## src/logic/srss_pkg.sv

```systemverilog
// shared constants for the servo run/stop sequencer
package srss_pkg;
  // register byte offsets
  localparam logic [7:0] OFS_CTRL = 8'h00;
  localparam logic [7:0] OFS_MODE = 8'h04;
  localparam logic [7:0] OFS_FUNC = 8'h08;
  localparam logic [7:0] OFS_SPD1 = 8'h0c;
  localparam logic [7:0] OFS_SPD2 = 8'h10;
  localparam logic [7:0] OFS_SPD3 = 8'h14;
  localparam logic [7:0] OFS_SPD4 = 8'h18;
  localparam logic [7:0] OFS_SPD5 = 8'h1c;
  localparam logic [7:0] OFS_SPD6 = 8'h20;
  localparam logic [7:0] OFS_SPD7 = 8'h24;
  localparam logic [7:0] OFS_ACC = 8'h28;
  localparam logic [7:0] OFS_DEC = 8'h2c;
  localparam logic [7:0] OFS_TQC = 8'h30;
  localparam logic [7:0] OFS_TLIM = 8'h34;
  localparam logic [7:0] OFS_STAT = 8'h38;
  localparam logic [7:0] OFS_ACT = 8'h3c;
  localparam logic [7:0] OFS_SPDOUT = 8'h40;
  // reset values
  localparam logic [15:0] RST_MODE = 16'h0002;
  localparam logic [15:0] RST_FUNC = 16'h0002;
  localparam logic [15:0] RST_SPD1 = 16'h0064;
  localparam logic [15:0] RST_SPD2 = 16'h01f4;
  localparam logic [15:0] RST_SPD3 = 16'h03e8;
  localparam logic [15:0] RST_TLIM = 16'h0064;
  // field codes
  localparam logic [3:0] MODE_TORQUE = 4'h2;
  localparam logic [7:0] FUNC_BRAKE_ON = 8'h12;
  localparam logic [7:0] FUNC_BRAKE_OFF = 8'h02;
  localparam logic [15:0] PCT_FULL = 16'h0064;
  // bit positions
  localparam int CTRL_POWER_CYCLE = 0;
  localparam int CTRL_ALARM = 1;
  localparam int CTRL_ALARM_CLR = 2;
  // timing, 100 MHz clock
  localparam int CLK_MHZ = 100;
  localparam int DISP_MS = 2000;
  localparam int DISP_CYC = DISP_MS * CLK_MHZ * 1000;
  localparam int FILT_NS = 3555000;
  localparam int FILT_CYC = (FILT_NS * CLK_MHZ + 999) / 1000;
  localparam int MS_CYC = CLK_MHZ * 1000;
  typedef enum logic [2:0] {
    ST_OFF = 3'b000,
    ST_RUN = 3'b001,
    ST_DECEL = 3'b010,
    ST_SUDDEN = 3'b011,
    ST_DBRAKE = 3'b100,
    ST_COAST = 3'b101
  } srss_state_t;
endpackage : srss_pkg

```

## src/logic/srss_sequencer.sv

```systemverilog
// servo run/stop sequencer with wishbone register slave
// Notes on behaviour
// - after power-up show mode indicator, then data two seconds later.
// - control mode from parameter 0, valid only after a power cycle.
// - parameters 0 and 1 latched into active set only at power cycle.
// - servo-on after power-up in speed mode enters ready, base on, motor locked.
// - speed mode: forward start runs CCW, reverse start CW, selected speed.
// - torque mode: forward select torque CCW, reverse select torque CW.
// - servo-on off shuts base circuit, no dynamic brake, motor coasts.
// - any alarm shuts base and engages dynamic brake, sudden stop.
// - emergency stop off: base off, dynamic brake, emergency alarm raised.
// - speed mode stroke end off: sudden stop, servo lock, reverse allowed.
// - speed mode both starts equal: decelerate with deceleration constant.
// - torque mode both selects equal: motor coasts.
// - sudden stop is a ramp with deceleration constant zero.
// - speeds 1 to 3 held in parameters 8 to 10, chosen by selects.
// - torque command smoothed by parameter 14 time constant.
// - parameter 28 caps output torque percentage.
// - function value 12 enables brake interlock, 02 disables it.
// - discrete inputs filtered, default 3.555 ms.
// - torque mode selects pick analog limit or internal limits 1 to 7.
`timescale 1ns/10ps
`default_nettype none
module srss_sequencer #(
  parameter int DISP_CYCLES = srss_pkg::DISP_CYC,
  parameter int FILT_CYCLES = srss_pkg::FILT_CYC,
  parameter int MS_CYCLES = srss_pkg::MS_CYC,
  parameter int NUM_IN = 10
) (
  // clock and reset
  input wire logic i_clock,
  input wire logic i_sys_rst,
  // wishbone slave
  input wire logic i_wb_cyc,
  input wire logic i_wb_stb,
  input wire logic i_wb_we,
  input wire logic [7:0] i_wb_adr,
  input wire logic [3:0] i_wb_sel,
  input wire logic [31:0] i_wb_dat,
  output logic [31:0] o_wb_dat,
  output logic o_wb_ack,
  // discrete contacts from host
  input wire logic i_servo_on_in,
  input wire logic i_emergency_stop_in,
  input wire logic i_fwd_stroke_end_in,
  input wire logic i_rev_stroke_end_in,
  input wire logic i_fwd_start_in,
  input wire logic i_rev_start_in,
  input wire logic i_speed_sel0_in,
  input wire logic i_speed_sel1_in,
  input wire logic i_speed_sel2_in,
  input wire logic i_alarm_in,
  // analog limit and torque command, sampled words
  input wire logic [15:0] i_analog_speed_limit_in,
  input wire logic [15:0] i_torque_cmd_in,
  // drive outputs
  output logic o_base_on,
  output logic o_dyn_brake,
  output logic o_dir_ccw,
  output logic o_dir_cw,
  output logic [15:0] o_speed_ref,
  output logic [15:0] o_torque_ref,
  output logic [15:0] o_torque_cap,
  output logic o_brake_interlock_out,
  output logic o_emergency_stop_alarm,
  output logic o_show_data,
  output logic o_torque_mode
);
  // ---------------------------------------------------------------
  // input synchronisers and filter
  // ---------------------------------------------------------------
  logic [NUM_IN-1:0] raw_in;
  logic [NUM_IN-1:0] sync1_ff;
  logic [NUM_IN-1:0] sync2_ff;
  logic [NUM_IN-1:0] filt_ff;
  // estop contact resets released: reset alone must not latch the alarm
  localparam logic [NUM_IN-1:0] IN_RST = {{(NUM_IN-2){1'b0}}, 2'b10};
  assign raw_in = {i_alarm_in, i_speed_sel2_in, i_speed_sel1_in,
                   i_speed_sel0_in, i_rev_start_in, i_fwd_start_in,
                   i_rev_stroke_end_in, i_fwd_stroke_end_in,
                   i_emergency_stop_in, i_servo_on_in};
  always_ff @(posedge i_clock) begin
    if (i_sys_rst) begin
      sync1_ff <= IN_RST;
      sync2_ff <= IN_RST;
    end else begin
      sync1_ff <= raw_in;
      sync2_ff <= sync1_ff;
    end
  end
  // per-input stability counter; debounce trades latency for noise margin
  genvar gi;
  generate
    for (gi = 0; gi < NUM_IN; gi++) begin : g_filt
      logic [31:0] cnt_ff;
      always_ff @(posedge i_clock) begin
        if (i_sys_rst) begin
          cnt_ff <= '0;
          filt_ff[gi] <= IN_RST[gi];
        end else if (sync2_ff[gi] == filt_ff[gi]) begin
          cnt_ff <= '0;
        end else if (cnt_ff >= 32'(FILT_CYCLES - 1)) begin
          cnt_ff <= '0;
          filt_ff[gi] <= sync2_ff[gi];
        end else begin
          cnt_ff <= cnt_ff + 32'h1;
        end
      end
    end
  endgenerate
  logic servo_on, estop_ok, fwd_travel_ok, rev_travel_ok, st_f, st_r, alarm;
  logic [2:0] spsel;
  assign servo_on = filt_ff[0];
  assign estop_ok = filt_ff[1];
  assign fwd_travel_ok = filt_ff[2];
  assign rev_travel_ok = filt_ff[3];
  assign st_f = filt_ff[4];
  assign st_r = filt_ff[5];
  assign spsel = filt_ff[8:6];
  assign alarm = filt_ff[9];
  // ---------------------------------------------------------------
  // registers
  // ---------------------------------------------------------------
  logic [15:0] mode_ff, func_ff, act_mode_ff, act_func_ff;
  logic [15:0] spd_ff [7];
  logic [15:0] acc_ff, dec_ff, tqc_ff, tlim_ff;
  logic estop_alarm_ff;
  logic wr, rd_req, hit;
  logic pcycle_wr, aclr_wr;
  assign wr = i_wb_cyc & i_wb_stb & i_wb_we & ~o_wb_ack;
  assign pcycle_wr = wr && i_wb_adr == srss_pkg::OFS_CTRL &&
                     i_wb_sel[0] && i_wb_dat[srss_pkg::CTRL_POWER_CYCLE];
  assign aclr_wr = wr && i_wb_adr == srss_pkg::OFS_CTRL &&
                   i_wb_sel[0] && i_wb_dat[srss_pkg::CTRL_ALARM_CLR];
  function automatic logic [15:0] merge(input logic [15:0] old);
    merge = {i_wb_sel[1] ? i_wb_dat[15:8] : old[15:8],
             i_wb_sel[0] ? i_wb_dat[7:0] : old[7:0]};
  endfunction
  always_ff @(posedge i_clock) begin
    if (i_sys_rst) begin
      mode_ff <= srss_pkg::RST_MODE;
      func_ff <= srss_pkg::RST_FUNC;
      spd_ff[0] <= srss_pkg::RST_SPD1;
      spd_ff[1] <= srss_pkg::RST_SPD2;
      spd_ff[2] <= srss_pkg::RST_SPD3;
      for (int k = 3; k < 7; k++) begin
        spd_ff[k] <= '0;
      end
      acc_ff <= '0;
      dec_ff <= '0;
      tqc_ff <= '0;
      tlim_ff <= srss_pkg::RST_TLIM;
    end else if (wr) begin
      if (i_wb_adr == srss_pkg::OFS_MODE) begin
        mode_ff <= merge(mode_ff);
      end else if (i_wb_adr == srss_pkg::OFS_FUNC) begin
        func_ff <= merge(func_ff);
      end else if (i_wb_adr == srss_pkg::OFS_SPD1) begin
        spd_ff[0] <= merge(spd_ff[0]);
      end else if (i_wb_adr == srss_pkg::OFS_SPD2) begin
        spd_ff[1] <= merge(spd_ff[1]);
      end else if (i_wb_adr == srss_pkg::OFS_SPD3) begin
        spd_ff[2] <= merge(spd_ff[2]);
      end else if (i_wb_adr == srss_pkg::OFS_SPD4) begin
        spd_ff[3] <= merge(spd_ff[3]);
      end else if (i_wb_adr == srss_pkg::OFS_SPD5) begin
        spd_ff[4] <= merge(spd_ff[4]);
      end else if (i_wb_adr == srss_pkg::OFS_SPD6) begin
        spd_ff[5] <= merge(spd_ff[5]);
      end else if (i_wb_adr == srss_pkg::OFS_SPD7) begin
        spd_ff[6] <= merge(spd_ff[6]);
      end else if (i_wb_adr == srss_pkg::OFS_ACC) begin
        acc_ff <= merge(acc_ff);
      end else if (i_wb_adr == srss_pkg::OFS_DEC) begin
        dec_ff <= merge(dec_ff);
      end else if (i_wb_adr == srss_pkg::OFS_TQC) begin
        tqc_ff <= merge(tqc_ff);
      end else if (i_wb_adr == srss_pkg::OFS_TLIM) begin
        tlim_ff <= merge(tlim_ff);
      end
    end
  end
  // active set: loaded only at reset or a simulated power cycle
  always_ff @(posedge i_clock) begin
    if (i_sys_rst) begin
      act_mode_ff <= srss_pkg::RST_MODE;
      act_func_ff <= srss_pkg::RST_FUNC;
    end else if (pcycle_wr) begin
      act_mode_ff <= mode_ff;
      act_func_ff <= func_ff;
    end
  end
  logic tmode;
  assign tmode = act_mode_ff[7:4] == srss_pkg::MODE_TORQUE;
  // read side and ack
  logic [31:0] rdata;
  always_comb begin
    rdata = '0;
    if (i_wb_adr == srss_pkg::OFS_MODE) begin
      rdata = {16'h0, mode_ff};
    end else if (i_wb_adr == srss_pkg::OFS_FUNC) begin
      rdata = {16'h0, func_ff};
    end else if (i_wb_adr == srss_pkg::OFS_SPD1) begin
      rdata = {16'h0, spd_ff[0]};
    end else if (i_wb_adr == srss_pkg::OFS_SPD2) begin
      rdata = {16'h0, spd_ff[1]};
    end else if (i_wb_adr == srss_pkg::OFS_SPD3) begin
      rdata = {16'h0, spd_ff[2]};
    end else if (i_wb_adr == srss_pkg::OFS_SPD4) begin
      rdata = {16'h0, spd_ff[3]};
    end else if (i_wb_adr == srss_pkg::OFS_SPD5) begin
      rdata = {16'h0, spd_ff[4]};
    end else if (i_wb_adr == srss_pkg::OFS_SPD6) begin
      rdata = {16'h0, spd_ff[5]};
    end else if (i_wb_adr == srss_pkg::OFS_SPD7) begin
      rdata = {16'h0, spd_ff[6]};
    end else if (i_wb_adr == srss_pkg::OFS_ACC) begin
      rdata = {16'h0, acc_ff};
    end else if (i_wb_adr == srss_pkg::OFS_DEC) begin
      rdata = {16'h0, dec_ff};
    end else if (i_wb_adr == srss_pkg::OFS_TQC) begin
      rdata = {16'h0, tqc_ff};
    end else if (i_wb_adr == srss_pkg::OFS_TLIM) begin
      rdata = {16'h0, tlim_ff};
    end else if (i_wb_adr == srss_pkg::OFS_STAT) begin
      rdata = {16'h0, 5'h0, o_show_data, o_emergency_stop_alarm,
               o_dyn_brake, o_base_on, o_dir_ccw, o_dir_cw,
               o_brake_interlock_out, 1'b0, o_torque_mode, 2'h0};
    end else if (i_wb_adr == srss_pkg::OFS_ACT) begin
      rdata = {act_func_ff, act_mode_ff};
    end else if (i_wb_adr == srss_pkg::OFS_SPDOUT) begin
      rdata = {o_torque_ref, o_speed_ref};
    end
  end
  assign rd_req = i_wb_cyc & i_wb_stb & ~o_wb_ack;
  assign hit = 1'b1; // unmapped reads return zero, writes dropped
  always_ff @(posedge i_clock) begin
    if (i_sys_rst) begin
      o_wb_ack <= 1'b0;
      o_wb_dat <= '0;
    end else begin
      o_wb_ack <= rd_req & hit;
      o_wb_dat <= rdata;
    end
  end
  // ---------------------------------------------------------------
  // power-up display timer
  // ---------------------------------------------------------------
  logic [31:0] disp_cnt_ff;
  always_ff @(posedge i_clock) begin
    if (i_sys_rst || pcycle_wr) begin
      disp_cnt_ff <= '0;
      o_show_data <= 1'b0;
    end else if (disp_cnt_ff >= 32'(DISP_CYCLES - 1)) begin
      o_show_data <= 1'b1;
    end else begin
      disp_cnt_ff <= disp_cnt_ff + 32'h1;
    end
  end
  assign o_torque_mode = tmode; // indicator shown while o_show_data low
  // ---------------------------------------------------------------
  // emergency stop alarm (sticky until cleared with input restored)
  // ---------------------------------------------------------------
  always_ff @(posedge i_clock) begin
    if (i_sys_rst) begin
      estop_alarm_ff <= 1'b0;
    end else if (!estop_ok) begin
      estop_alarm_ff <= 1'b1;
    end else if (aclr_wr) begin
      estop_alarm_ff <= 1'b0;
    end
  end
  assign o_emergency_stop_alarm = estop_alarm_ff;
  // ---------------------------------------------------------------
  // run/stop state machine
  // ---------------------------------------------------------------
  srss_pkg::srss_state_t state_ff, nxt_state;
  logic run_f, run_r, stroke_blk;
  // speed mode start pair or torque mode select pair share pins
  assign run_f = st_f & ~st_r;
  assign run_r = st_r & ~st_f;
  // stroke end only blocks travel toward that end
  assign stroke_blk = !tmode && ((run_f && !fwd_travel_ok) ||
                                 (run_r && !rev_travel_ok));
  logic [15:0] speed_ff;
  always_comb begin
    nxt_state = state_ff;
    if (alarm || estop_alarm_ff) begin
      nxt_state = srss_pkg::ST_DBRAKE;
    end else if (!servo_on) begin
      nxt_state = srss_pkg::ST_OFF;
    end else begin
      case (state_ff)
        srss_pkg::ST_DBRAKE: nxt_state = srss_pkg::ST_OFF;
        default: begin
          if (stroke_blk) begin
            nxt_state = srss_pkg::ST_SUDDEN;
          end else if (run_f || run_r) begin
            nxt_state = srss_pkg::ST_RUN;
          end else if (tmode) begin
            nxt_state = srss_pkg::ST_COAST;
          end else begin
            nxt_state = srss_pkg::ST_DECEL;
          end
        end
      endcase
    end
  end
  always_ff @(posedge i_clock) begin
    if (i_sys_rst) begin
      state_ff <= srss_pkg::ST_OFF;
    end else begin
      state_ff <= nxt_state;
    end
  end
  // base on whenever servo-on and no brake/coast; stop states hold lock
  always_ff @(posedge i_clock) begin
    if (i_sys_rst) begin
      o_base_on <= 1'b0;
      o_dyn_brake <= 1'b0;
      o_dir_ccw <= 1'b0;
      o_dir_cw <= 1'b0;
    end else begin
      o_base_on <= nxt_state == srss_pkg::ST_RUN ||
                   nxt_state == srss_pkg::ST_DECEL ||
                   nxt_state == srss_pkg::ST_SUDDEN;
      o_dyn_brake <= nxt_state == srss_pkg::ST_DBRAKE;
      o_dir_ccw <= nxt_state == srss_pkg::ST_RUN && run_f;
      o_dir_cw <= nxt_state == srss_pkg::ST_RUN && run_r;
    end
  end
  // ---------------------------------------------------------------
  // speed target and ramp
  // ---------------------------------------------------------------
  logic [15:0] target;
  always_comb begin
    if (spsel == 3'h0) begin
      target = tmode ? i_analog_speed_limit_in : '0;
    end else begin
      target = spd_ff[spsel - 3'h1];
    end
  end
  // one rpm step per (const ms * ms cycles / target); simplified to
  // one step per ms-scaled tick of time constant per 1000 rpm
  logic [31:0] tick_ff;
  logic [15:0] tconst, goal;
  logic step;
  assign goal = (state_ff == srss_pkg::ST_RUN) ? target : '0;
  assign tconst = (goal > speed_ff) ? acc_ff :
                  (state_ff == srss_pkg::ST_SUDDEN) ? '0 : dec_ff;
  assign step = tconst == '0 || tick_ff >= 32'(tconst) * 32'(MS_CYCLES / 1000);
  always_ff @(posedge i_clock) begin
    if (i_sys_rst || step) begin
      tick_ff <= '0;
    end else begin
      tick_ff <= tick_ff + 32'h1;
    end
  end
  always_ff @(posedge i_clock) begin
    if (i_sys_rst || !o_base_on) begin
      speed_ff <= '0;
    end else if (tconst == '0) begin
      speed_ff <= goal; // zero constant jumps at once
    end else if (step && speed_ff < goal) begin
      speed_ff <= speed_ff + 16'h1;
    end else if (step && speed_ff > goal) begin
      speed_ff <= speed_ff - 16'h1;
    end
  end
  assign o_speed_ref = speed_ff;
  // ---------------------------------------------------------------
  // torque smoothing and cap
  // ---------------------------------------------------------------
  logic [15:0] tq_ff;
  logic [31:0] tq_tick_ff;
  logic tq_step;
  assign tq_step = tqc_ff == '0 ||
                   tq_tick_ff >= 32'(tqc_ff) * 32'(MS_CYCLES / 1000);
  always_ff @(posedge i_clock) begin
    if (i_sys_rst || tq_step) begin
      tq_tick_ff <= '0;
    end else begin
      tq_tick_ff <= tq_tick_ff + 32'h1;
    end
  end
  always_ff @(posedge i_clock) begin
    if (i_sys_rst || !o_base_on) begin
      tq_ff <= '0;
    end else if (tqc_ff == '0) begin
      tq_ff <= i_torque_cmd_in;
    end else if (tq_step && tq_ff < i_torque_cmd_in) begin
      tq_ff <= tq_ff + 16'h1;
    end else if (tq_step && tq_ff > i_torque_cmd_in) begin
      tq_ff <= tq_ff - 16'h1;
    end
  end
  assign o_torque_cap = tlim_ff;
  assign o_torque_ref = (tq_ff > tlim_ff) ? tlim_ff : tq_ff;
  assign o_brake_interlock_out =
    (act_func_ff[7:0] == srss_pkg::FUNC_BRAKE_ON) && o_base_on;
  // ---------------------------------------------------------------
  // assertions
  // ---------------------------------------------------------------
  property p_dbrake_base;
    @(posedge i_clock) disable iff (i_sys_rst)
      o_dyn_brake |-> !o_base_on;
  endproperty
  a_dbrake_base: assert property (p_dbrake_base)
    else $error("brake with base on");
  property p_alarm;
    @(posedge i_clock) disable iff (i_sys_rst)
      alarm |=> o_dyn_brake;
  endproperty
  a_alarm: assert property (p_alarm)
    else $error("alarm without brake");
  property p_coast;
    @(posedge i_clock) disable iff (i_sys_rst)
      (!servo_on && !alarm && !estop_alarm_ff)
      |=> (!o_base_on && !o_dyn_brake);
  endproperty
  a_coast: assert property (p_coast)
    else $error("servo off not coasting");
  property p_estop;
    @(posedge i_clock) disable iff (i_sys_rst)
      !estop_ok |=> o_emergency_stop_alarm ##1 o_dyn_brake;
  endproperty
  a_estop: assert property (p_estop)
    else $error("emergency stop not handled");
  property p_latch;
    @(posedge i_clock) disable iff (i_sys_rst)
      !pcycle_wr |=> $stable(act_mode_ff) && $stable(act_func_ff);
  endproperty
  a_latch: assert property (p_latch)
    else $error("active config changed without power cycle");
  property p_cap;
    @(posedge i_clock) disable iff (i_sys_rst)
      o_torque_ref <= tlim_ff;
  endproperty
  a_cap: assert property (p_cap)
    else $error("torque above cap");
  property p_dirs;
    @(posedge i_clock) disable iff (i_sys_rst)
      !(o_dir_ccw && o_dir_cw);
  endproperty
  a_dirs: assert property (p_dirs)
    else $error("both directions");
  property p_tcoast;
    @(posedge i_clock) disable iff (i_sys_rst)
      (tmode && servo_on && !alarm && !estop_alarm_ff && st_f == st_r)
      |=> !o_base_on;
  endproperty
  a_tcoast: assert property (p_tcoast)
    else $error("torque mode not coasting");
  c_run: cover property (@(posedge i_clock) o_dir_ccw);
  c_decel: cover property (@(posedge i_clock)
    state_ff == srss_pkg::ST_DECEL && speed_ff != '0);
  c_estop: cover property (@(posedge i_clock) o_emergency_stop_alarm);
endmodule : srss_sequencer
`default_nettype wire

```

## config.mk

```make
export PLATFORM = sky130hd
export DESIGN_NAME = srss_sequencer
export DESIGN_NICKNAME = d
export VERILOG_FILES = /design/src/logic/srss_pkg.sv /design/src/logic/srss_sequencer.sv
export SDC_FILE = /design/constraint.sdc
export NUM_CORES = 2
export LEC_CHECK = 0
export ABC_CLOCK_PERIOD_IN_PS = 16239
export BUFFER_PORTS_ARGS = -buffer_cell sky130_fd_sc_hd__buf_2
export CORE_UTILIZATION = 69
export CTS_BUF_LIST = sky130_fd_sc_hd__clkbuf_4
export CTS_CLUSTER_DIAMETER = 50
export DETAILED_ROUTE_END_ITERATION = 7
export PLACE_DENSITY = 0.91
export SLEW_MARGIN = 40
export SYNTH_ARGS = -nofsm -noshare
export SYNTH_HDL_FRONTEND = slang
export SYNTH_SLANG_ARGS = --single-unit
```

## constraint.sdc

```tcl
create_clock -name i_clock -period 16.24 [get_ports i_clock]
set_input_delay 0.812 -clock i_clock [delete_from_list [all_inputs] [get_ports i_clock]]
set_output_delay 0.812 -clock i_clock [all_outputs]
set_load 0.01 [all_outputs]
```

== Word level (Yosys, flattened, before mapping) ==
Memories as Yosys holds them, arrays and structs flattened.
Cells that the tools add are included.

* Bitwise gates (word level): 38
* Order comparisons: 19
* Reduce and logical (&&, ||, !) cells: 68
* $add $sub $neg: 18
* $mul: 2
* Multiplexer cells: 122
* Eq/ne operators: 36

{| class="wikitable"
|+ Operator list
! operator !! count
|-
| $mux 16 || 33
|-
| $add 32x1->32 const B || 13
|-
| $ge 32x19->1 const B || 10
|-
| $mux 8 || 14
|-
| $mux 1 || 67
|-
| $eq 8x6->1 const B || 8
|-
| $ge 32x23->1 || 2
|-
| $gt 16x16->1 || 4
|-
| $mux 32 || 2
|-
| $mul 16x5->21 const B || 2
|-
| $eq 8x5->1 const B || 5
|-
| $add 16x1->16 const B || 2
|-
| $ge 32x28->1 const B || 1
|-
| $logic_not 16->1 || 2
|-
| $lt 16x16->1 || 2
|-
| $sub 16x1->16 const B || 2
|-
| $reduce_and 15->1 || 2
|-
| $reduce_or 3->1 || 10
|-
| $reduce_and 14->1 || 2
|-
| $reduce_and 13->1 || 2
|-
| $not 1->1 || 25
|-
| $reduce_and 12->1 || 2
|-
| $reduce_and 2->1 || 10
|-
| $mux 3 || 6
|-
| 21 further kinds || 75
|}

* Bits in registers: 648
* Word-level logic and storage cells: 355
* Memories: 1
* Memory bits (writable): 112
* Input port bits: 91

{| class="wikitable"
|+ Memories
! name !! words !! width !! rd ports !! clocked after Yosys merged registers in !! write ports !! line !! source
|-
| spd_ff || 7 || 16 || 8 || 0 || 7 || srss_sequencer.sv:125 || <nowiki>logic [15:0] spd_ff [7];</nowiki>
|}

== Logic depth before layout (Yosys ltp) ==
* Depth after elaboration: 18
* Depth in mapped cells: 57

== Least setup slack after synthesis ==
No wires, ideal clock.

* Path type: register -> register
* Start point: register filt_ff[6]
* End point: register speed_ff[15] (netlist: o_speed_ref[15])
* Stages on the path, launching flop included: 57
* Slack: 5305 ps
* Data required time: 16149 ps
* Setup time: 91 ps
* Arrival time: 10844 ps
* Buffers on the path: 8
* Path through: dfxtp_1 -> buf_2 -> buf_2 -> buf_2 -> inv_1 -> ha_1 -> xnor2_1 -> clkbuf_1 -> clkbuf_1 -> nor2_1 -> a211oi_1 -> a21oi_1 -> o21ai_0 -> nand2_1 -> ha_1 -> a21oi_1 -> o21ai_0 -> a221oi_2 -> (+21 left out) -> a211oi_1 -> nand3_1 -> or3_1 -> a31oi_1 -> o2111a_1 -> a21o_1 -> nand2_1 -> nand2_1 -> ha_1 -> a211oi_1 -> o21a_1 -> o31ai_1 -> o211ai_1 -> a21oi_1 -> nor3_1 -> a21oi_1 -> or3_1 -> a311oi_1

* Word-level cells in the longest chain between the ends: 12
* Elaborated cells between the ends (all ways): 18
* Classes of those cells: 1 x add/sub; 1 x mul; 4 x order compare; 5 x mux; 6 x reduce/logical; 1 x memory

{| class="wikitable"
|+ RTL lines
! what !! line !! source
|-
| start: declaration || srss_sequencer.sv:75 || <nowiki>logic [NUM_IN-1:0] filt_ff;</nowiki>
|-
| start signal: indexed assignment || srss_sequencer.sv:99 || <nowiki>filt_ff[gi] <= IN_RST[gi];</nowiki>
|-
| start signal: indexed assignment || srss_sequencer.sv:104 || <nowiki>filt_ff[gi] <= sync2_ff[gi];</nowiki>
|-
| $sub 3x1->3 || srss_sequencer.sv:340 || <nowiki>target = spd_ff[spsel - 3'h1];</nowiki>
|-
| $mem_v2 7x16 || n/a ||
|-
| $mux 16 * || srss_sequencer.sv:337 || <nowiki>if (spsel == 3'h0) begin</nowiki>
|-
| $mux 16 * || srss_sequencer.sv:348 || <nowiki>assign goal = (state_ff == srss_pkg::ST_RUN) ? target : '0;</nowiki>
|-
| $gt 16x16->1 || srss_sequencer.sv:349 || <nowiki>assign tconst = (goal > speed_ff) ? acc_ff :</nowiki>
|-
| $mux 16 || srss_sequencer.sv:349 ||
|-
| $mul 16x5->21 || srss_sequencer.sv:351 || <nowiki>assign step = tconst == '0 || tick_ff >= 32'(tconst) * 32'(MS_CYCLES / 1000);</nowiki>
|-
| $ge 32x23->1 || srss_sequencer.sv:351 ||
|-
| $logic_or 1x1->1 || srss_sequencer.sv:351 ||
|-
| $logic_and 1x1->1 || srss_sequencer.sv:364 || <nowiki>end else if (step && speed_ff < goal) begin</nowiki>
|-
| $mux 16 || srss_sequencer.sv:364 ||
|-
| $mux 16 || srss_sequencer.sv:362 || <nowiki>end else if (tconst == '0) begin</nowiki>
|-
| end signal: assignment || srss_sequencer.sv:363 || <nowiki>speed_ff <= goal;</nowiki>
|-
| end signal: assignment || srss_sequencer.sv:365 || <nowiki>speed_ff <= speed_ff + 16'h1;</nowiki>
|-
| end signal: assignment || srss_sequencer.sv:367 || <nowiki>speed_ff <= speed_ff - 16'h1;</nowiki>
|-
| end: declaration || srss_sequencer.sv:285 || <nowiki>logic [15:0] speed_ff;</nowiki>
|}

Every way passes the cells marked *; elsewhere a longest branch is shown, timed or not.
A chain may end at the register's enable or synchronous reset.

== Worst setup path after layout ==
Ends and elaborated chain as after synthesis.

==> results.toml <==
[setup_path]
crit_path_top_delay_cell = "buf_4"
crit_top_cell = "ha_1"
slowest_delay_ps = 520
critical-path-top-delay-family = "compound AO/OA/AOI/OAI gates"
crit_arrival_ps = 13670
required_ps = 17240
cp_max_fo = 48
start_kind = "flip-flop"
path_buf_inv = 4
critical_path_class = "reg2reg"
endpoint_kind = "flip-flop"

[timing]
finalHoldViolCount = 0
skew_ps = 80.4
finalCritPeriodShare = 0.780
max_slew.worst_pin.slew_ps = 1010
relSlewSlack = 0.323
min_period_ps = 12670
setup-tns-final_ps = 0
finalSetupViolations = 0
fmax_mhz = 78.9
drv_slew = 0
rsz0062_at_grt = "false"

[yosys]
yosysWarnings = 0
synth_area_um2 = 37700
ys_seq_area_frac = 0.433
syn_area_per_cell_um2 = 9.16
synth-async-reset-ratio = 0
syn_inst = 4113
ys_ff_latch = 760
synth_edf_count = 112
synth_ff_type = "dfxtp_1"
synth_cell_types = 90

[finish]
fin_nets = 4854
fin_util = 0.781
drive_above_1_share = 0.135
final_cell_mix = "dfxtp_1 (647), nand2_1 (504), nor2_1 (462)"
area_growth_pct = 11.8
final_common_cell = "dfxtp_1"

[clocking]
clock-root-buffer = "clkbuf_4"
clk_pin_slew_worst_paths_ps = 70
clock_sinks = 760
cts_setup_buffers = 0
insertion_delay_ps = 1110
post_cts_resized = 0
htreeDepth = 4
cts_buffers = 186
clk_path_buf_depth = 3
cts_tree = "done"
hold_buffers = 14

[placement]
gp_congestion = 0.994
io_buffers = 161
hpwl_um = 72400

[floorplan]
pin_count = 180
die_area_um2 = 55600
core_area_um2 = 53900
rows = 85
die_width_um = 236
start_util = 0.699
die_y_um = 236

[drt]
vias = 32800
wl_per_cell_um = 20.0
drc_errors = 15
drtAntennaViolNets = 0
viasPerCell = 6.12
dr.pass1.iters = 8
wl_um = 107000
drt_iter0_markers = 4208

[global_route]
antenna_found_initial = 27
grt_overflow = 0
grt_pass1_vias = 31800
grt_max_degree = 113
grt_pass1_wl_um = 166000
grt.total_usage = 0.382

[pwr]
switchingPower_w = 0.000927
p_leak_nw = 17.1
p_clk_frac = 0.444
swShare = 0.246
power.density_nw_per_um2 = 89.5
intPower_w = 0.00284
finalPower_w = 0.00377
p_comb_frac = 0.036
power_frac_seq = 0.520
ir_worst_vdd_uv = 68.0

[run_status]
violations = "DRC"
status = "finished with violations"

[hold_path]
holdCritPathClass = "in2reg"

[run]
maxCapViolCount = 0
-- worst paths after layout --
kind,to,cells past startpoint,start,slack [ps]
setup reg to reg,o_speed_ref[15]$_SDFFE_PP0P_,48,filt_ff[6]$_SDFFE_PP0P_,3570
hold reg to reg,sync2_ff[1]$_SDFF_PP1_,1,sync1_ff[1]$_SDFF_PP1_,430
setup / recovery,o_speed_ref[15]$_SDFFE_PP0P_,48,filt_ff[6]$_SDFFE_PP0P_,3570
hold / removal,tq_ff[0]$_SDFFE_PP0P_,3,i_torque_cmd_in[0],50
-- power by group through the flow --
stage          logic (W)  clock network, W  registers, W
2_1_floorplan  0.0000735                 0       0.00199
5_1_grt         0.000140           0.00180       0.00196
3_5_place_dp    0.000120                 0       0.00200
3_3_place_gp    0.000117                 0       0.00200
6_report        0.000134           0.00168       0.00196
4_1_cts         0.000124           0.00169       0.00196
-- metrics by stage --
stage / hold WS (ps) / worst slack [ps] / area (um^2) / cells
global route: 16.6 / 2870 / 42100 / 5349
CTS: 12.5 / 3900 / 42100 / 5335
detailed placement: 421 / 3980 / 39400 / 4978
global placement: 420 / 4350 / 39400 / 4977
floorplan: 389 / 5310 / 38200 / 4258
finish: 47.2 / 3570 / 42100 / 5354
-- Yosys cell counts (46+ instances only) --
master    number  area (um^2)
nor2_1       468         1760
nor2b_1       46          288
ha_1         256         3200
a211oi_1      54          405
inv_1        204          766
edfxtp_1     112         3360
clkbuf_1     104          390
mux2i_1       62          621
a31oi_1       50          313
nand3_1      114          571
and3_1        57          357
a21oi_1      239         1200
o21ai_0      104          521
xor2_1       154         1350
xnor2_1      145         1270
nand2_1      504         1890
and2_1       111          694
dfxtp_1      648        13000
nor3_1        54          270
nand4_1       57          357
-- per-layer routing --
metal  share of wire  track usage
met1            0.37        0.454
met2            0.44        0.593
met3            0.13        0.134
met4           0.065        0.232
met5          0.0015            0
-- final cells by class --
class                   count  area, um^2
diodes                     19        47.5
fillers                  3348       11800
inverters                 205         769
clock buffers             273        2050
well taps                 696         871
flip-flops and latches    760       16300
repair buffers            203        1170
clock inverters            70         460
multi-input cells        3128       20400
-- cell families (layout without fill, tap and decap cells) --
group / count (synthesis) / in the layout / share of synthesized area
AND/OR/NAND/NOR: 1596 / 1596 / 0.202
multiplexers: 100 / 100 / 0.0326
flip-flops: 760 / 760 / 0.433
XOR/XNOR: 299 / 299 / 0.0695
buffers and inverters: 370 / 751 / 0.0414
other: 1 / 165 / 0.0000995
adder cells (fa/ha/maj): 279 / 279 / 0.0972
AO/OA/AOI/OAI: 708 / 708 / 0.124
-- worst register-to-register path, delay by kind of cell (launching register included) --
| kind | cells | cell delay (ps) |
|---|---|---|
| xor+xnor | 3 | 460 |
| fa+ha+maj | 8 | 2460 |
| buf+inv | 4 | 1590 |
| simple gates | 9 | 1950 |
| mux | 1 | 440 |
| compound gates | 23 | 5360 |
| flops | 1 | 310 |
-- flip-flops by register name (all words and copies together) (netlist names), 10 cells and up --
register / count
sync1_ff: 10
act_func_ff: 16
o_wb_dat: 32
o_torque_cap: 16
spd_ff: 112
disp_cnt_ff: 32
tick_ff: 32
acc_ff: 16
mode_ff: 16
act_mode_ff: 16
dec_ff: 16
tq_ff: 16
sync2_ff: 10
func_ff: 16
tqc_ff: 16
g_filt.cnt_ff: 320
tq_tick_ff: 32
o_speed_ref: 16
(Power assumes the default switching activity.)
